[src/pad_ctrl_pkg.sv]
package pad_ctrl_pkg;

   // register addresses in the extended special-function space
   localparam logic [15:0] STROBE_PAD_CTRL_ADDR = 16'hF0AA;
   localparam logic [15:0] PORT_LATCH_ADDR      = 16'hFE00;
   localparam logic [15:0] PORT_DIR_ADDR        = 16'hFE02;

   // reset values
   localparam logic [7:0]  STROBE_PAD_RESET     = 8'h00;
   localparam logic [15:0] PORT_LATCH_RESET     = 16'h0000;
   localparam logic [15:0] PORT_DIR_RESET       = 16'h0000;

   // field positions inside the strobe pad control register
   localparam int RW_EDGE_LSB     = 0;
   localparam int RW_DRIVE_LSB    = 2;
   localparam int LATCH_EDGE_LSB  = 4;
   localparam int LATCH_DRIVE_LSB = 6;
   localparam int PAD_FIELD_W     = 2;
   localparam int PAD_CTRL_W      = 8;

   // edge characteristic encodings; 2 and 3 are reserved
   localparam logic [1:0] EDGE_FAST     = 2'h0;
   localparam logic [1:0] EDGE_SLOW     = 2'h1;
   // driver characteristic encodings; 3 is reserved
   localparam logic [1:0] DRIVE_HIGH    = 2'h0;
   localparam logic [1:0] DRIVE_DYNAMIC = 2'h1;
   localparam logic [1:0] DRIVE_LOW     = 2'h2;

endpackage

[src/port_alt_pad_ctrl.sv]
//Contract
//- strobe pad register, read/write, resets zero
//- edge field: 00 fast, 01 slow
//- drive field: 00 high, 01 dynamic, 10 low
//- alternate output only when direction is one, unless the line self-configures at reset or hardware sets its direction
//- pin drives latch AND alternate data, not PWM
//- direction bits reset to input
//- line with direction one and no hardware direction loops latch to alternate input
//- bus lines switch direction by hardware
//- reset-time alternate outputs self-configure direction
//- one alternate function per line, else GPIO
//- segmentation puts A16..A23 on port lines
//- high byte of pad register reads zero
`timescale 1ns/100ps
`default_nettype none
module port_alt_pad_ctrl
   import pad_ctrl_pkg::*;
#(
   parameter int              LINES           = 8,
   parameter bit              SEG_PORT        = 1'b1,
   parameter logic [LINES-1:0] RESET_AUTO_MASK = '0
) (
   input  wire logic             clock,
   input  wire logic             reset_n,
   input  wire logic [15:0]      sfr_addr,
   input  wire logic             sfr_wr,
   input  wire logic             sfr_rd,
   input  wire logic             sfr_byte,
   input  wire logic [15:0]      sfr_wdata,
   output logic      [15:0]      sfr_rdata_r,
   input  wire logic [LINES-1:0] alt_out_en,
   input  wire logic [LINES-1:0] alt_out_data,
   input  wire logic [LINES-1:0] alt_out_pwm,
   input  wire logic [LINES-1:0] auto_dir_en,
   input  wire logic [LINES-1:0] auto_dir_out,
   input  wire logic             seg_enable,
   input  wire logic [LINES-1:0] seg_addr,
   input  wire logic [LINES-1:0] pin_in,
   output logic      [LINES-1:0] pin_out_r,
   output logic      [LINES-1:0] pin_oe_r,
   output logic      [LINES-1:0] alt_in_r,
   output logic      [1:0]       rw_strobe_edge_sel,
   output logic      [1:0]       rw_strobe_drive_sel,
   output logic      [1:0]       latch_strobe_edge_sel,
   output logic      [1:0]       latch_strobe_drive_sel
);

   ////////////////////////////////////////////////////////////////////////
   // register file

   logic [PAD_CTRL_W-1:0] strobe_pad_ctrl_reg_r;
   logic [PAD_CTRL_W-1:0] strobe_pad_ctrl_reg_nxt;
   logic [LINES-1:0]      latch_r;
   logic [LINES-1:0]      latch_nxt;
   logic [LINES-1:0]      line_direction_bit_r;
   logic [LINES-1:0]      line_direction_bit_nxt;
   logic [15:0]           rdata_nxt;
   logic [15:0]           wmask;
   logic [15:0]           latch_wide;
   logic [15:0]           dir_wide;
   logic                  hit_pad;
   logic                  hit_latch;
   logic                  hit_dir;

   always_comb begin
      hit_pad   = (sfr_addr == STROBE_PAD_CTRL_ADDR);
      hit_latch = (sfr_addr == PORT_LATCH_ADDR);
      hit_dir   = (sfr_addr == PORT_DIR_ADDR);
      // byte access touches only the low byte
      wmask      = sfr_byte ? 16'h00FF : 16'hFFFF;
      latch_wide = 16'(latch_r);
      dir_wide   = 16'(line_direction_bit_r);
      strobe_pad_ctrl_reg_nxt = strobe_pad_ctrl_reg_r;
      latch_nxt               = latch_r;
      line_direction_bit_nxt  = line_direction_bit_r;
      if (sfr_wr && hit_pad) begin
         // reserved encodings are stored as written
         strobe_pad_ctrl_reg_nxt = sfr_wdata[PAD_CTRL_W-1:0];
      end
      if (sfr_wr && hit_latch) begin
         latch_nxt = LINES'((latch_wide & ~wmask) | (sfr_wdata & wmask));
      end
      if (sfr_wr && hit_dir) begin
         line_direction_bit_nxt =
            LINES'((dir_wide & ~wmask) | (sfr_wdata & wmask));
      end
      rdata_nxt = 16'h0000;
      if (sfr_rd) begin
         if (hit_pad) begin
            // upper byte is always zero
            rdata_nxt = {8'h00, strobe_pad_ctrl_reg_r};
         end else if (hit_latch) begin
            rdata_nxt = latch_wide & wmask;
         end else if (hit_dir) begin
            rdata_nxt = dir_wide & wmask;
         end
      end
   end

   always_ff @(posedge clock or negedge reset_n) begin
      if (!reset_n) begin
         strobe_pad_ctrl_reg_r <= STROBE_PAD_RESET;
         latch_r               <= LINES'(PORT_LATCH_RESET);
         line_direction_bit_r  <= LINES'(PORT_DIR_RESET);
         sfr_rdata_r           <= 16'h0000;
      end else begin
         strobe_pad_ctrl_reg_r <= strobe_pad_ctrl_reg_nxt;
         latch_r               <= latch_nxt;
         line_direction_bit_r  <= line_direction_bit_nxt;
         sfr_rdata_r           <= rdata_nxt;
      end
   end

   ////////////////////////////////////////////////////////////////////////
   // pad characteristics, static from the register

   // fields reach the pads on the edge that stores the write
   assign rw_strobe_edge_sel =
      strobe_pad_ctrl_reg_r[RW_EDGE_LSB +: PAD_FIELD_W];
   assign rw_strobe_drive_sel =
      strobe_pad_ctrl_reg_r[RW_DRIVE_LSB +: PAD_FIELD_W];
   assign latch_strobe_edge_sel =
      strobe_pad_ctrl_reg_r[LATCH_EDGE_LSB +: PAD_FIELD_W];
   assign latch_strobe_drive_sel =
      strobe_pad_ctrl_reg_r[LATCH_DRIVE_LSB +: PAD_FIELD_W];

   ////////////////////////////////////////////////////////////////////////
   // port lines

   logic [LINES-1:0] eff_auto_en;
   logic [LINES-1:0] eff_auto_dir;
   logic [LINES-1:0] eff_alt_data;
   logic [LINES-1:0] drive_nxt;
   logic [LINES-1:0] oe_nxt;
   logic [LINES-1:0] alt_in_nxt;
   logic             seg_on;

   always_comb begin
      // segment address lines behave like bus lines: hardware owns them
      seg_on       = SEG_PORT && seg_enable;
      eff_auto_en  = seg_on ? {LINES{1'b1}} : auto_dir_en;
      eff_auto_dir = seg_on ? {LINES{1'b1}} : auto_dir_out;
      eff_alt_data = seg_on ? seg_addr : alt_out_data;
   end

   genvar g;
   generate
      for (g = 0; g < LINES; g++) begin : g_line
         port_line_mux u_line (
            .line_latch (latch_r[g]),
            .line_dir   (line_direction_bit_r[g]),
            .alt_en     (alt_out_en[g]),
            .alt_data   (eff_alt_data[g]),
            .alt_pwm    (alt_out_pwm[g]),
            .reset_auto (RESET_AUTO_MASK[g]),
            .auto_en    (eff_auto_en[g]),
            .auto_dir   (eff_auto_dir[g]),
            .pin_level  (pin_in[g]),
            .drive_nxt  (drive_nxt[g]),
            .oe_nxt     (oe_nxt[g]),
            .alt_in_nxt (alt_in_nxt[g])
         );
      end
   endgenerate

   // registered pins keep glitches off the pads at the cost of one cycle
   always_ff @(posedge clock or negedge reset_n) begin
      if (!reset_n) begin
         pin_out_r <= '0;
         pin_oe_r  <= '0;
         alt_in_r  <= '0;
      end else begin
         pin_out_r <= drive_nxt;
         pin_oe_r  <= oe_nxt;
         alt_in_r  <= alt_in_nxt;
      end
   end

   ////////////////////////////////////////////////////////////////////////
   // checks

   logic [LINES-1:0] exp_and;
   logic [LINES-1:0] sw_gated;
   always_comb begin
      exp_and  = (latch_r & alt_out_data) | (alt_out_pwm & alt_out_data);
      sw_gated = alt_out_en & ~eff_auto_en & ~RESET_AUTO_MASK;
   end
endmodule
`default_nettype wire

[src/port_line_mux.sv]
`timescale 1ns/100ps
`default_nettype none
module port_line_mux (
   input  wire logic line_latch,
   input  wire logic line_dir,
   input  wire logic alt_en,
   input  wire logic alt_data,
   input  wire logic alt_pwm,
   input  wire logic reset_auto,
   input  wire logic auto_en,
   input  wire logic auto_dir,
   input  wire logic pin_level,
   output logic      drive_nxt,
   output logic      oe_nxt,
   output logic      alt_in_nxt
);

   always_comb begin
      // hardware direction first, then auto-configured outputs, then software
      if (auto_en) begin
         oe_nxt = auto_dir;
      end else if (alt_en && reset_auto) begin
         oe_nxt = 1'b1;
      end else begin
         oe_nxt = line_dir;
      end
      if (auto_en) begin
         drive_nxt = alt_data;
      end else if (alt_en) begin
         // latch must hold one for non-PWM alternate data to pass
         drive_nxt = alt_pwm ? alt_data : (line_latch & alt_data);
      end else begin
         drive_nxt = line_latch;
      end
      // a line with direction one and no hardware direction feeds its own latch back to the alternate input
      alt_in_nxt = (line_dir && !auto_en) ? line_latch : pin_level;
   end

endmodule
`default_nettype wire
[config.mk]
export PLATFORM = sky130hd
export DESIGN_NAME = port_alt_pad_ctrl
export DESIGN_NICKNAME = d
export VERILOG_FILES = /design/src/pad_ctrl_pkg.sv /design/src/port_alt_pad_ctrl.sv /design/src/port_line_mux.sv
export SDC_FILE = /design/constraint.sdc
export NUM_CORES = 1
export LEC_CHECK = 0
export BUFFER_PORTS_ARGS = -buffer_cell sky130_fd_sc_hd__buf_2
export CORE_AREA = 4 4 80 82
export DETAILED_ROUTE_END_ITERATION = 10
export DIE_AREA = 0 0 84 86
export PLACE_DENSITY = 0.84
export SETUP_SLACK_MARGIN = 0.2
export SLEW_MARGIN = 20
export SYNTH_ARGS = -nofsm -noshare
export SYNTH_HDL_FRONTEND = slang
export SYNTH_SLANG_ARGS = --single-unit
export TNS_END_PERCENT = 1
[constraint.sdc]
create_clock -name clock -period 3.35 [get_ports clock]
set_input_delay 0.5025 -clock clock [delete_from_list [all_inputs] [get_ports clock]]
set_output_delay 0.5025 -clock clock [all_outputs]
set_load 0.01 [all_outputs]
# Word level (Yosys, flattened, before mapping)
# Index checks and enable logic that the tools add are counted.
[word_totals]
ff_bits = 64
in_bits = 94
output_inout_bits = 48
elab_cells = 93
[op_classes]
n_eq_ne = 3
mux = 48
bitwise = 16
n_reduce_logical = 19
[op_table]
columns = ["operator", "count"]
rows = [
  ["$mux W16", 5],
  ["$eq A16 B16 Y1 const B", 3],
  ["$mux W1", 40],
  ["$and A8 B16 Y16", 2],
  ["$and A8 B8 Y8", 3],
  ["$mux W8", 3],
  ["$or A8 B8 Y8", 2],
  ["$logic_and A1 B1 Y1", 11],
  ["$and A1 B1 Y1", 8],
  ["$logic_not A1 Y1", 8],
  ["$not A8 Y8", 1],
]

# Depth between registers and ports, before layout
# Gate-level depths: netlist (run 1).
[depth]
ltp_word = 6
mapped_depth = 5
mapped_depth_nobuf = 4

# By module
# A second synthesis (run 1) with hierarchy kept.
[unflattened]
cells_unflattened = 220
area_unflattened_um2 = 2708.8
[by_module_without_submodules]
columns = ["module", "n_inst", "cells_per_inst", "area_per_inst_um2", "seq_area_each_um2"]
rows = [
  ["port_alt_pad_ctrl", 1, 148, 2248.4, 1401.3],
  ["port_line_mux", 8, 9, 57.6, 0.0],
]

# Least setup slack after synthesis (run 1)
# No wires, ideal clock.
[synth_timing]
path_type = "input to register"
start = "input sfr_addr[8]"
end = "register latch_r[0]"
setup_ns = 0.125
arrival_ns = 1.965
t_required_ns = 3.225
setup_slack_ns = 1.260
stages = 5
path_buffers = 1
cell_sequence = "or3_4 -> nor4_4 -> and4b_1 -> buf_6 -> mux2_2"
[synth_via]
elab_chain_cells = 2
[synth_rtl]
columns = ["item", "line_no", "text"]
rows = [
  ["from (decl)", "port_alt_pad_ctrl.sv:25", "input wire logic [15:0] sfr_addr,"],
  ["$eq A16 B16 Y1", "port_alt_pad_ctrl.sv:67", "hit_latch = (sfr_addr == PORT_LATCH_ADDR);"],
  ["$logic_and A1 B1 Y1", "port_alt_pad_ctrl.sv:80", "if (sfr_wr && hit_latch) begin"],
  ["to (signal assigned)", "port_alt_pad_ctrl.sv:103", "latch_r <= LINES'(PORT_LATCH_RESET);"],
  ["to (signal assigned)", "port_alt_pad_ctrl.sv:108", "latch_r <= latch_nxt;"],
  ["to (decl)", "port_alt_pad_ctrl.sv:53", "logic [LINES-1:0] latch_r;"],
]
# No other way between the ends.
# A chain may end at the register's enable or synchronous reset.

# Worst setup path after layout (run 1)
[layout_timing]
start = "input sfr_addr[1]"
end = "register line_direction_bit_r[6]"
[layout_via]
elab_chain_cells = 2
[layout_rtl]
columns = ["item", "line_no", "text"]
rows = [
  ["$eq A16 B16 Y1", "port_alt_pad_ctrl.sv:68", "hit_dir = (sfr_addr == PORT_DIR_ADDR);"],
  ["$logic_and A1 B1 Y1", "port_alt_pad_ctrl.sv:83", "if (sfr_wr && hit_dir) begin"],
  ["to (signal assigned)", "port_alt_pad_ctrl.sv:104", "line_direction_bit_r <= LINES'(PORT_DIR_RESET);"],
  ["to (signal assigned)", "port_alt_pad_ctrl.sv:109", "line_direction_bit_r <= line_direction_bit_nxt;"],
  ["to (decl)", "port_alt_pad_ctrl.sv:55", "logic [LINES-1:0] line_direction_bit_r;"],
]
# No other way between the ends.

==> impl_table.tex, run 1 <==
\begin{tabular}{lr}
\hline
Metric & Value \\
\hline
\multicolumn{2}{l}{\textbf{Outcome}} \\
Result of the run & completed \\
\multicolumn{2}{l}{\textbf{Synth}} \\
Synth top area share & between 50\% and 60\% \\
Most common flop cell mapped by yosys & sky130\_fd\_sc\_hd\_\_dfrtp\_1 \\
Number of synthesized flops with an enable pin & 0 \\
Number of distinct standard cells referenced by the synthesized netlist & 29 \\
Share of the yosys chip area belonging to registers & around half \\
Number of warnings issued by yosys & 0 \\
Summed instance area of the synthesized netlist & between 2000 and 3000 sq um \\
Syn Area/Cell & 11.6 sq um \\
Cell with the most instances after synthesis & sky130\_fd\_sc\_hd\_\_dfrtp\_1 \\
Leading post-synthesis cells by instance count & sky130\_fd\_sc\_hd\_\_dfrtp\_1 (56), sky130\_fd\_sc\_hd\_\_mux2\_2 (31), sky130\_fd\_sc\_hd\_\_o21ai\_0 (24) \\
Cells after Synth & between 200 and 250 \\
Async S/R FF share, synth & 100\% \\
Cell taking the most area after synthesis & sky130\_fd\_sc\_hd\_\_dfrtp\_1 \\
Flops \& latches, synth & between 50 and 60 \\
Area contributors post-synth & sky130\_fd\_sc\_hd\_\_dfrtp\_1 (52\%), sky130\_fd\_sc\_hd\_\_mux2\_2 (13\%), sky130\_fd\_sc\_hd\_\_a211o\_1 (4.9\%) \\
\multicolumn{2}{l}{\textbf{CTS}} \\
Total clock sinks & 56 \\
CTS Root Buffer Type & sky130\_fd\_sc\_hd\_\_clkbuf\_8 \\
Number of buffers created by CTS & 5 \\
Clock insertion delay at the later pin of the skew report & around 0.31 ns \\
Clock tree from TritonCTS & built \\
Worst-case clock buffer depth & 2 \\
Hold buffers post-CTS & 0 \\
Count of H-tree levels built during CTS & 2 \\
Register clock-pin slew on the reported worst setup and hold paths & roughly 0.1 ns \\
\# resized after CTS & 0 \\
Buffer count from post-CTS setup fixing & 0 \\
\multicolumn{2}{l}{\textbf{Placed design}} \\
Worst setup timing slack at the placement stage & about 0.71 ns \\
Post-place instance area & roughly 3400 sq um \\
Number of buffers added on ports & approximately 120 \\
Detailed placement HPWL & approximately 5400 um \\
Weighted congestion reported at the end of routability-driven placement & slightly above 0.8 \\
\multicolumn{2}{l}{\textbf{Global routing}} \\
First-pass GRT wire length & 11,300 um \\
Congestion Overflow GR & 0 \\
Overall fraction of global-route tracks in use & 19.6\% \\
Pin count of the biggest net entering global routing & 46 \\
Vias in the first global route & 2,361 \\
Number of antenna violations at the first check in global routing & 0 \\
\multicolumn{2}{l}{\textbf{Detailed routing}} \\
Total via count after detailed routing & about 2,300 \\
Routed wire length & between 7000 and 8000 um \\
Wirelength per Cell & approximately 16 um \\
Routed vias/inst & between 5 and 6 \\
Remaining routing DRC violations & 0 \\
Antenna-violating nets left & 0 \\
Initial DRC Count & $\sim$100 \\
Number of search-and-repair iterations in the first detailed-routing pass & 4 \\
\multicolumn{2}{l}{\textbf{Flow run}} \\
Max Cap Viol & 0 \\
\multicolumn{2}{l}{\textbf{Setup path}} \\
Crit end category & flop \\
Data required, critical path & between 3 and 4 ns \\
CP Data Arrival Time & between 2 and 3 ns \\
Largest fanout on the critical path & 11 \\
Type of the worst setup path & primary input to flop \\
Type of element launching the critical path & primary input \\
\multicolumn{2}{l}{\textbf{STA}} \\
Clk\_skew & $\sim$0.009 ns \\
Final worst path period share & 69.2\% \\
Min cycle time layout & 2.32 ns \\
Worst slew margin & 62.5\% \\
Unrepaired setup endpoints after global routing & no \\
Count of final setup violators & 0 \\
Transition time at the pin with the least slew margin & roughly 0.56 ns \\
Fmax & 431 MHz \\
Final setup slack of the worst path & roughly 1.0 ns \\
Final-report hold violation count & 0 \\
Final total negative setup slack & 0 ns \\
Max-slew violation total from the final report & 0 \\
\multicolumn{2}{l}{\textbf{Cells and area}} \\
Layout-stage area growth over the synthesis result & 28.1\% \\
Final cell area excluding filler cells & about 3500 sq um \\
Fraction of final layout cells with drive strength greater than 1 & 48.0\% \\
Number of inserted diodes & 0 \\
Count of nets after finishing & $\sim$450 \\
Fin util & approximately three fifths \\
\multicolumn{2}{l}{\textbf{Power}} \\
Register share of total power & 54.1\% \\
Clock share of power & roughly 33\% \\
Power per unit of standard cell area & $\sim$370 nW/um\^{}2 \\
Leakage & roughly 0.0018 uW \\
Int Power & a little under 1000 uW \\
Psw & 302 uW \\
Combinational group share of total power & $\sim$13\% \\
Overall power of the completed layout & between 1000 and 1500 uW \\
Maximum VDD drop & 0.000217 V \\
Net switching fraction of the power & roughly a quarter \\
\multicolumn{2}{l}{\textbf{Min path}} \\
Worst hold-check path type & primary input to async pin \\
\multicolumn{2}{l}{\textbf{Die}} \\
IO Count & between 100 and 150 \\
Initial core utilization & 47.0\% \\
Floorplan die width & about 84 um \\
Area of the core & between 5000 and 6000 sq um \\
Area of the die & approximately 7200 sq um \\
Chip Height & roughly 86 um \\
Row count & 28 \\
\hline
\end{tabular}
==> per-stage QoR <==
stage,hold WS (ns),instances
2_1_floorplan,0.207,240
3_3_place_gp,0.509,423
3_5_place_dp,0.526,423
4_1_cts,0.383,431
5_1_grt,0.218,431
6_report,0.187,431
==> cell usage in the layout (no fill, tap or decap), types with 2 or more instances in the layout <==
cell,netlist,final
sky130_fd_sc_hd__buf_2,1,123
sky130_fd_sc_hd__dfrtp_1,56,56
sky130_fd_sc_hd__mux2_2,31,31
sky130_fd_sc_hd__o21ai_0,24,24
sky130_fd_sc_hd__nor2_1,15,15
sky130_fd_sc_hd__a211o_1,15,15
sky130_fd_sc_hd__nand2_1,15,15
sky130_fd_sc_hd__nor4b_1,9,9
sky130_fd_sc_hd__nand4b_1,9,9
sky130_fd_sc_hd__a21oi_1,9,9
sky130_fd_sc_hd__o31ai_1,8,8
sky130_fd_sc_hd__nor2b_1,8,8
sky130_fd_sc_hd__conb_1,1,8
sky130_fd_sc_hd__clkbuf_8,0,5
sky130_fd_sc_hd__buf_4,9,4
sky130_fd_sc_hd__and3_1,2,2
sky130_fd_sc_hd__nor4_4,2,2
==> state kept, by name, indices dropped and copies added (netlist names) <==
register / cells
sfr_rdata_r: 8
latch_r: 8
alt_in_r: 8
strobe_pad_ctrl_reg_r: 8
line_direction_bit_r: 8
pin_out_r: 8
pin_oe_r: 8
==> power groups by stage <==
stage / Sequential (uW) / Clock (uW) / Combinational, uW
after floorplan: 724 / 0 / 55.3
after global placement: 711 / 0 / 156
after detailed placement: 712 / 0 / 162
after CTS: 699 / 444 / 162
after global routing: 701 / 471 / 179
final: 698 / 432 / 161
==> worst paths after layout <==
| kind | to | slack (ns) | from | cells after the start |
|---|---|---|---|---|
| min in group clock | pin_out_r[3] | 0.40 | seg_addr[3] | 3 |
| worst min-delay path | pin_oe_r[1] | 0.19 | reset_n | 1 |
| worst max-delay path | line_direction_bit_r[6] | 1.03 | sfr_addr[1] | 5 |
| worst max register to register | alt_in_r[7] | 2.19 | line_direction_bit_r[7] | 3 |
| worst min register to register | line_direction_bit_r[7] | 0.55 | line_direction_bit_r[7] | 1 |
| max in group asynchronous | sfr_rdata_r[7] | 2.59 | reset_n | 2 |
==> critical path, cell delays in order <==
cell                     delay [ns]
sky130_fd_sc_hd__buf_2         0.21
sky130_fd_sc_hd__or4b_4        0.51
sky130_fd_sc_hd__nor4_4        0.40
sky130_fd_sc_hd__and3_1        0.51
sky130_fd_sc_hd__mux2_2        0.38
==> kinds of logic after synthesis <==
family | share of synthesized area (%)
AND/OR/NAND/NOR | 17.3
flip-flops | 51.9
multiplexers | 13.3
other | 0.139
buffers and inverters | 4.21
AO/OA/AOI/OAI | 13.2
==> cell type report <==
class / instances / area (sq um)
fillers: 523 / 2280
flip-flops and latches: 56 / 1400
multi-input cells: 165 / 1210
repair buffers: 127 / 646
well taps: 75 / 93.8
clock buffers: 6 / 72.6
clock inverters: 2 / 35.0
==> routing by layer <==
metal / GRT usage, % / vias to the layer above / routed length, um / share of wire (%)
li1: - / 1096 / - / -
met1: 22.8 / 1094 / 2720 / 39
met2: 35.1 / 98 / 3710 / 53
met3: 5.76 / 12 / 510 / 7.3
met4: 5.41 / 0 / 68 / 0.97
met5: 0 / - / 0 / 0
Note: power is estimated with default switching activity, not from simulation.
==> run 2: changes to the inputs <==
--- a/config.mk
+++ b/config.mk
@@ -6,10 +6,10 @@
 export NUM_CORES = 1
 export LEC_CHECK = 0
 export BUFFER_PORTS_ARGS = -buffer_cell sky130_fd_sc_hd__buf_2
-export CORE_AREA = 4 4 80 82
+export CORE_AREA = 4 4 83 85
 export DETAILED_ROUTE_END_ITERATION = 10
-export DIE_AREA = 0 0 84 86
-export PLACE_DENSITY = 0.84
+export DIE_AREA = 0 0 87 89
+export PLACE_DENSITY = 0.78
 export SETUP_SLACK_MARGIN = 0.2
 export SLEW_MARGIN = 20
 export SYNTH_ARGS = -nofsm -noshare
==> constraint.sdc (replaced) <==
create_clock -name clock -period 2.3 [get_ports clock]
set_input_delay 0.345 -clock clock [delete_from_list [all_inputs] [get_ports clock]]
set_output_delay 0.345 -clock clock [all_outputs]
set_load 0.01 [all_outputs]
==> impl_table.tex, run 2 (synthesis results as in run 1) <==
\begin{tabular}{lr}
\hline
Metric & Value \\
\hline
\multicolumn{2}{l}{\textbf{Detailed routing}} \\
Initial DRC Count & 101 (+2.0\%) \\
Remaining routing DRC violations & 0 (unchanged) \\
Routed vias/inst & 5.20 (-2.6\%) \\
Routed wire length & 6840 um (-2.5\%) \\
Wirelength per Cell & 15.5 um (-4.7\%) \\
Number of search-and-repair iterations in the first detailed-routing pass & 5 (+1) \\
Antenna-violating nets left & 0 (unchanged) \\
Total via count after detailed routing & 2,293 (-0.30\%) \\
\multicolumn{2}{l}{\textbf{STA}} \\
Fmax & between 500 and 600 MHz \\
Max-slew violation total from the final report & 0 (unchanged) \\
Clk\_skew & 0.00423 ns (-0.00482 ns) \\
Final worst path period share & 78.5\% \\
Transition time at the pin with the least slew margin & 0.525 ns (-0.0374 ns) \\
Final-report hold violation count & 0 (unchanged) \\
Unrepaired setup endpoints after global routing & no \\
Hold slack final & 0.238 ns (+0.0510 ns) \\
Final total negative setup slack & 0 ns (unchanged) \\
Count of final setup violators & 0 (unchanged) \\
Min cycle time layout & $\sim$1.8 ns \\
Worst slew margin & 65.0\% (+2.5 points) \\
\multicolumn{2}{l}{\textbf{Cells and area}} \\
Filler cell count in the final layout & 562 (+7.5\%) \\
Commonest non-fill, non-tap cell in the layout & sky130\_fd\_sc\_hd\_\_buf\_2 \\
Top library cells by usage in the layout, fill and taps aside & sky130\_fd\_sc\_hd\_\_buf\_2 (124), sky130\_fd\_sc\_hd\_\_dfrtp\_1 (56), sky130\_fd\_sc\_hd\_\_mux2\_2 (31), sky130\_fd\_sc\_hd\_\_o21ai\_0 (24) \\
Fraction of final layout cells with drive strength greater than 1 & 49.2\% (+1.1 points) \\
Fin util & 56.6\% (-3.6 points) \\
Layout-stage area growth over the synthesis result & 30.0\% \\
Count of nets after finishing & 457 (+1.8\%) \\
Number of inserted diodes & 0 (unchanged) \\
\multicolumn{2}{l}{\textbf{Global routing}} \\
Congestion Overflow GR & 0 (unchanged) \\
Overall fraction of global-route tracks in use & 17.4\% (-2.1 points) \\
First-pass GRT wire length & 10,500 um (-7.3\%) \\
Number of antenna violations at the first check in global routing & 0 (unchanged) \\
Vias in the first global route & 2,232 (-5.5\%) \\
Pin count of the biggest net entering global routing & 33 (-28\%) \\
\multicolumn{2}{l}{\textbf{Flow run}} \\
Max Cap Viol & 0 (unchanged) \\
\multicolumn{2}{l}{\textbf{Outcome}} \\
Result of the run & completed \\
\multicolumn{2}{l}{\textbf{Setup path}} \\
Crit end category & flop \\
Largest fanout on the critical path & 8 (-3) \\
Type of element launching the critical path & primary input \\
CP Data Arrival Time & 2.00 ns (-0.51 ns) \\
Data required, critical path & 2.50 ns (-1.04 ns) \\
Type of the worst setup path & primary input to flop \\
\multicolumn{2}{l}{\textbf{Die}} \\
Floorplan die width & 87 um (+3.6\%) \\
Chip Height & 89 um (+3.5\%) \\
Row count & 29 (+3.6\%) \\
Area of the die & 7740 sq um (+7.2\%) \\
IO Count & 142 (unchanged) \\
Area of the core & 6200 sq um (+8.0\%) \\
Initial core utilization & 43.6\% (-3.5 points) \\
\multicolumn{2}{l}{\textbf{CTS}} \\
Worst-case clock buffer depth & 2 (unchanged) \\
CTS Root Buffer Type & sky130\_fd\_sc\_hd\_\_clkbuf\_8 \\
Number of buffers created by CTS & 5 (unchanged) \\
Buffer count from post-CTS setup fixing & 0 (unchanged) \\
Clock insertion delay at the later pin of the skew report & 0.31 ns (about the same) \\
\# resized after CTS & 0 (unchanged) \\
Clock tree from TritonCTS & built \\
Count of H-tree levels built during CTS & 2 (unchanged) \\
Register clock-pin slew on the reported worst setup and hold paths & 0.10 ns (about the same) \\
Hold buffers post-CTS & 1 (+1) \\
Total clock sinks & 56 (unchanged) \\
\multicolumn{2}{l}{\textbf{Placed design}} \\
Weighted congestion reported at the end of routability-driven placement & 0.798 (-2.7\%) \\
Detailed placement HPWL & 5240 um (-2.5\%) \\
Number of buffers added on ports & 124 (unchanged) \\
\multicolumn{2}{l}{\textbf{Power}} \\
Maximum VDD drop & 0.000280 V (+29\%) \\
Int Power & 1360 uW (+38\%) \\
Leakage & 0.00178 uW (+1.6\%) \\
Combinational group share of total power & 13.0\% (+0.5 points) \\
Power per unit of standard cell area & 516 nW/um\^{}2 (+38\%) \\
Net switching fraction of the power & 24.7\% (+1.3 points) \\
Psw & 448 uW (+48\%) \\
Register share of total power & 56.1\% (+2.0 points) \\
Clock share of power & 30.9\% (-2.5 points) \\
\multicolumn{2}{l}{\textbf{Min path}} \\
Worst hold-check path type & primary input to flop \\
\hline
\end{tabular}
==> run 2: cell types whose count changed in the layout (fill, tap and decap cells not counted) <==
cell                            previous run  this run
sky130_fd_sc_hd__bufinv_16                 1         0
sky130_fd_sc_hd__clkbuf_1                  1         0
sky130_fd_sc_hd__buf_4                     4        10
sky130_fd_sc_hd__clkinvlp_4                0         2
sky130_fd_sc_hd__clkinv_2                  1         0
sky130_fd_sc_hd__clkbuf_8                  5         6
sky130_fd_sc_hd__buf_2                   123       124
sky130_fd_sc_hd__dlygate4sd3_1             0         1
==> run 2: power by group through the flow <==
stage	clock, uW	combinational [uW]	sequential (uW)
CTS	579	240	1020
global placement	0	230	1040
floorplan	0	80.6	1050
detailed placement	0	237	1040
global route	609	265	1020
finish	560	236	1020
==> run 2: path summary, 6_finish.rpt <==
path	start	endpoint	slack, ns	cells past startpoint
max	sfr_addr[8]	sfr_rdata_r[4]	0.49	5
max in group asynchronous	reset_n	latch_r[7]	1.13	3
max reg2reg	line_direction_bit_r[7]	alt_in_r[7]	1.13	3
min	seg_addr[5]	pin_out_r[5]	0.24	3
min reg2reg	strobe_pad_ctrl_reg_r[1]	strobe_pad_ctrl_reg_r[1]	0.54	1
min in group asynchronous	reset_n	pin_oe_r[4]	0.49	2
==> run 2: per-layer routing <==
metal / share of wire [%] / GRT usage (%) / vias up
met5: 0 / 0 / -
met4: 1.1 / 6.23 / 0
met3: 8.3 / 4.42 / 7
met2: 50 / 29.1 / 91
met1: 41 / 22.0 / 1089
li1: - / - / 1106
==> run 2: critical path, stage by stage <==
cell and delay (ns):
sky130_fd_sc_hd__buf_2 0.11, sky130_fd_sc_hd__or4b_4 0.54, sky130_fd_sc_hd__or4_1 0.62, sky130_fd_sc_hd__o31ai_1 0.32, sky130_fd_sc_hd__a21oi_1 0.07
==> run 2: metrics by stage <==
| step | cell area [sq um] | worst slack, ns | std cells | power [uW] |
|---|---|---|---|---|
| final | 3510 | 0.494 | 441 | 1810 |
| after detailed placement | 3410 | 0.178 | 432 | 1270 |
| after global routing | 3510 | 0.418 | 441 | 1890 |
| after CTS | 3510 | 0.521 | 441 | 1840 |
| after floorplan | 2730 | 0.367 | 240 | 1140 |
| after global placement | 3410 | 0.229 | 432 | 1270 |
==> run 2: layout make-up <==
| cell class | instances | area [sq um] | share of cell area [%] |
|---|---|---|---|
| Timing Repair Buffer | 135 | 706 | 20.1 |
| Multi-Input combinational cell | 165 | 1210 | 34.5 |
| Clock buffer | 6 | 82.6 | 2.35 |
| Clock inverter | 2 | 15.0 | 0.427 |
| Sequential cell | 56 | 1400 | 39.9 |
| Tap cell | 77 | 96.3 | 2.74 |
==> run 3: changes to the inputs <==
--- a/config.mk
+++ b/config.mk
@@ -5,10 +5,11 @@
 export SDC_FILE = /design/constraint.sdc
 export NUM_CORES = 1
 export LEC_CHECK = 0
+export ABC_AREA = 1
 export BUFFER_PORTS_ARGS = -buffer_cell sky130_fd_sc_hd__buf_2
-export CORE_AREA = 4 4 83 85
+export CORE_AREA = 4 4 85 87
 export DETAILED_ROUTE_END_ITERATION = 10
-export DIE_AREA = 0 0 87 89
+export DIE_AREA = 0 0 89 91
 export PLACE_DENSITY = 0.78
 export SETUP_SLACK_MARGIN = 0.2
 export SLEW_MARGIN = 20
==> constraint.sdc (replaced) <==
create_clock -name clock -period 1.79 [get_ports clock]
set_input_delay 0.2685 -clock clock [delete_from_list [all_inputs] [get_ports clock]]
set_output_delay 0.2685 -clock clock [all_outputs]
set_load 0.01 [all_outputs]
==> impl_table.tex, run 3 <==
\begin{tabular}{lr}
\hline
Metric & Value \\
\hline
\multicolumn{2}{l}{\textbf{Placed design}} \\
Detailed placement HPWL & 5610 um (+7.0\%) \\
Worst setup timing slack at the placement stage & 0.209 ns (+0.0304 ns) \\
Weighted congestion reported at the end of routability-driven placement & 0.757 (-5.2\%) \\
Number of buffers added on ports & 124 (unchanged) \\
\multicolumn{2}{l}{\textbf{STA}} \\
Final-report hold violation count & 0 (unchanged) \\
Max-slew violation total from the final report & 0 (unchanged) \\
Final setup slack of the worst path & 0.533 ns (+0.0390 ns) \\
Final total negative setup slack & 0 ns (unchanged) \\
Unrepaired setup endpoints after global routing & no \\
Count of final setup violators & 0 (unchanged) \\
Fmax & roughly 800 MHz \\
Clk\_skew & 0.0117 ns (+0.00747 ns) \\
Final worst path period share & 70.2\% \\
Min cycle time layout & 1.26 ns \\
\multicolumn{2}{l}{\textbf{Min path}} \\
Worst hold-check path type & primary input to flop \\
Worst hold path depth & 3 (unchanged) \\
Startpoint of the worst hold path & pin\_in[5] \\
Hold worst-path end & alt\_in\_r[5] \\
\multicolumn{2}{l}{\textbf{Global routing}} \\
Pin count of the biggest net entering global routing & 36 (+9.1\%) \\
First-pass GRT wire length & 11,100 um (+6.2\%) \\
Vias in the first global route & 2,498 (+12\%) \\
Congestion Overflow GR & 0 (unchanged) \\
Overall fraction of global-route tracks in use & 17.1\% (-0.28 points) \\
Number of antenna violations at the first check in global routing & 0 (unchanged) \\
\multicolumn{2}{l}{\textbf{Power}} \\
Power per unit of standard cell area & 643 nW/um\^{}2 (+25\%) \\
Maximum VDD drop & 0.000382 V (+37\%) \\
Overall power of the completed layout & 2330 uW (+28\%) \\
Leakage & 0.00200 uW (+12\%) \\
\multicolumn{2}{l}{\textbf{CTS}} \\
Buffer count from post-CTS setup fixing & 0 (unchanged) \\
Clock tree from TritonCTS & built \\
\# resized after CTS & 0 (unchanged) \\
Count of H-tree levels built during CTS & 2 (unchanged) \\
Clock insertion delay at the later pin of the skew report & 0.31 ns (about the same) \\
CTS Root Buffer Type & sky130\_fd\_sc\_hd\_\_clkbuf\_8 \\
Number of buffers created by CTS & 5 (unchanged) \\
Register clock-pin slew on the reported worst setup and hold paths & 0.11 ns (about the same) \\
Worst-case clock buffer depth & 2 (unchanged) \\
Total clock sinks & 56 (unchanged) \\
\multicolumn{2}{l}{\textbf{Detailed routing}} \\
Remaining routing DRC violations & 0 (unchanged) \\
Number of search-and-repair iterations in the first detailed-routing pass & 4 (-1) \\
Routed vias/inst & 4.81 (-7.5\%) \\
Antenna-violating nets left & 0 (unchanged) \\
Wirelength per Cell & 12.9 um (-17\%) \\
Routed wire length & 6950 um (+1.6\%) \\
Initial DRC Count & 58 (-43\%) \\
Total via count after detailed routing & 2,598 (+13\%) \\
\multicolumn{2}{l}{\textbf{Setup path}} \\
Crit end category & flop \\
CP Data Arrival Time & 1.45 ns (-0.55 ns) \\
RR Endpoint & sfr\_rdata\_r[5] \\
Data required, critical path & 1.98 ns (-0.52 ns) \\
Worst reg2reg path depth & 4 (+1) \\
Largest fanout on the critical path & 16 (+8) \\
Worst reg2reg path startpoint & latch\_r[5] \\
Flop2flop setup slack & 0.91 ns (-0.22 ns) \\
Type of the worst setup path & primary input to flop \\
Type of element launching the critical path & primary input \\
\multicolumn{2}{l}{\textbf{Synth}} \\
Syn Area/Cell & 8.53 sq um (-26\%) \\
Share of the yosys chip area belonging to registers & 48.7\% (-3.1 points) \\
Summed instance area of the synthesized netlist & 2880 sq um (+6.4\%) \\
Leading post-synthesis cells by instance count & sky130\_fd\_sc\_hd\_\_nand2\_1 (80), sky130\_fd\_sc\_hd\_\_dfrtp\_1 (56), sky130\_fd\_sc\_hd\_\_nor2\_1 (47) \\
Most common flop cell mapped by yosys & sky130\_fd\_sc\_hd\_\_dfrtp\_1 \\
Number of warnings issued by yosys & 0 (unchanged) \\
Area contributors post-synth & sky130\_fd\_sc\_hd\_\_dfrtp\_1 (49\%), sky130\_fd\_sc\_hd\_\_nand2\_1 (10\%), sky130\_fd\_sc\_hd\_\_nor2\_1 (6.1\%) \\
Synth top area share & 48.7\% (-3.1 points) \\
Async S/R FF share, synth & 100\% (unchanged) \\
Cell with the most instances after synthesis & sky130\_fd\_sc\_hd\_\_nand2\_1 \\
Cell taking the most area after synthesis & sky130\_fd\_sc\_hd\_\_dfrtp\_1 \\
Flops \& latches, synth & 56 (unchanged) \\
Number of distinct standard cells referenced by the synthesized netlist & 28 (-3.4\%) \\
Cells after Synth & 337 (+45\%) \\
Number of synthesized flops with an enable pin & 0 (unchanged) \\
\multicolumn{2}{l}{\textbf{Cells and area}} \\
Combined area of the multi-input logic cells & 1230 sq um (+1.5\%) \\
Top library cells by usage in the layout, fill and taps aside & sky130\_fd\_sc\_hd\_\_buf\_2 (124), sky130\_fd\_sc\_hd\_\_nand2\_1 (80), sky130\_fd\_sc\_hd\_\_dfrtp\_1 (56), sky130\_fd\_sc\_hd\_\_nor2\_1 (47), sky130\_fd\_sc\_hd\_\_inv\_1 (35) \\
Area taken by flip-flops and latches & 1400 sq um (unchanged) \\
Number of inserted diodes & 0 (unchanged) \\
Commonest non-fill, non-tap cell in the layout & sky130\_fd\_sc\_hd\_\_buf\_2 \\
Fraction of final layout cells with drive strength greater than 1 & 37.4\% (-12 points) \\
Filler cell count in the final layout & 598 (+6.4\%) \\
Layout-stage area growth over the synthesis result & 26.0\% \\
Count of nets after finishing & 556 (+22\%) \\
\multicolumn{2}{l}{\textbf{Die}} \\
Area of the core & 6350 sq um (+2.3\%) \\
Area of the die & 8100 sq um (+4.6\%) \\
Initial core utilization & 45.3\% (+1.7 points) \\
IO Count & 142 (unchanged) \\
Chip Height & 91 um (+2.2\%) \\
Floorplan die width & 89 um (+2.3\%) \\
Row count & 29 (unchanged) \\
\multicolumn{2}{l}{\textbf{Flow run}} \\
Max Cap Viol & 0 (unchanged) \\
\multicolumn{2}{l}{\textbf{Outcome}} \\
Result of the run & completed \\
\hline
\end{tabular}
[run 3: changes by cell type in the layout (fill, tap and decap cells not counted), moves of 9 or more]
| cell | before | now |
|---|---|---|
| sky130_fd_sc_hd__nand2_1 | 15 | 80 |
| sky130_fd_sc_hd__inv_1 | 0 | 35 |
| sky130_fd_sc_hd__nor2_1 | 15 | 47 |
| sky130_fd_sc_hd__mux2_2 | 31 | 0 |
| sky130_fd_sc_hd__o21ai_2 | 0 | 16 |
| sky130_fd_sc_hd__a211o_1 | 15 | 0 |
| sky130_fd_sc_hd__nand3_1 | 1 | 13 |
| sky130_fd_sc_hd__buf_4 | 10 | 1 |
| sky130_fd_sc_hd__nand4b_1 | 9 | 0 |
| sky130_fd_sc_hd__nor4b_1 | 9 | 0 |
| sky130_fd_sc_hd__o21ai_0 | 24 | 15 |
[run 3: kinds of logic (layout without fill, tap and decap cells)]
| group | Yosys count | count (layout) | share of synthesized area (%) |
|---|---|---|---|
| simple gates | 170 | 170 | 28.4 |
| buf+inv | 55 | 174 | 9.31 |
| compound gates | 55 | 55 | 13.4 |
| flops | 56 | 56 | 48.7 |
| other cells | 1 | 8 | 0.130 |
[run 3: metrics by stage]
| stage | hold slack, ns | util [%] | std cells | instance area [sq um] |
|---|---|---|---|---|
| detailed placement | 0.258 | 55.5 | 531 | 3520 |
| finish | 0.156 | 57.1 | 540 | 3620 |
| floorplan | -0.0271 | - | 344 | 2900 |
| global route | 0.157 | 57.1 | 540 | 3620 |
| CTS | 0.147 | 57.1 | 540 | 3620 |
| global placement | 0.258 | 55.5 | 531 | 3520 |
[run 3: cell type report]
| cell class | instances | area share (%) |
|---|---|---|
| timing repair buffer | 127 | 18.2 |
| inverter | 39 | 4.04 |
| clock buffer | 6 | 2.00 |
| clock inverter | 2 | 0.449 |
| sequential | 56 | 38.7 |
| multi-input combinational | 233 | 34.0 |
| tap | 77 | 2.66 |
[run 3: routing by layer]
layer	share of wire (%)	wire, um	track usage [%]	up-vias
li1	-	-	-	1319
met4	1.6	114	5.71	0
met3	6.8	473	2.26	9
met1	42	2940	21.7	1176
met2	49	3420	29.7	94
met5	0	0	0	-
[run 3: critical path: stages]
cell and delay (ns):
sky130_fd_sc_hd__buf_2 0.11, sky130_fd_sc_hd__nor2_2 0.14, sky130_fd_sc_hd__nand3_1 0.13, sky130_fd_sc_hd__nor2_1 0.17, sky130_fd_sc_hd__nand3_2 0.36, sky130_fd_sc_hd__nand2_1 0.20
sky130_fd_sc_hd__o21ai_2 0.06
[run 3: power by group]
group	internal, uW	switching (uW)
logic	141	193
registers	1300	9.48
clock network	279	405
total	1720	607
[run 3: how the worst max path moves through the flow]
stage,startpoint,endpoint,slack [ns],depth (start not counted)
final,sfr_addr[0],line_direction_bit_r[7],0.53,7
after CTS,sfr_addr[0],line_direction_bit_r[7],0.55,7
after floorplan,sfr_addr[5],latch_r[6],0.58,7
after global routing,sfr_addr[0],line_direction_bit_r[0],0.41,7
after detailed placement,sfr_addr[0],line_direction_bit_r[0],0.21,7
after global placement,sfr_addr[0],line_direction_bit_r[2],0.24,7
[run 3: what timing repair did]
item / in CTS / in global routing
hold buffers: 1 / 0
endpoints found under the hold margin: 21 / 0
setup endpoints to repair: 0 / 0
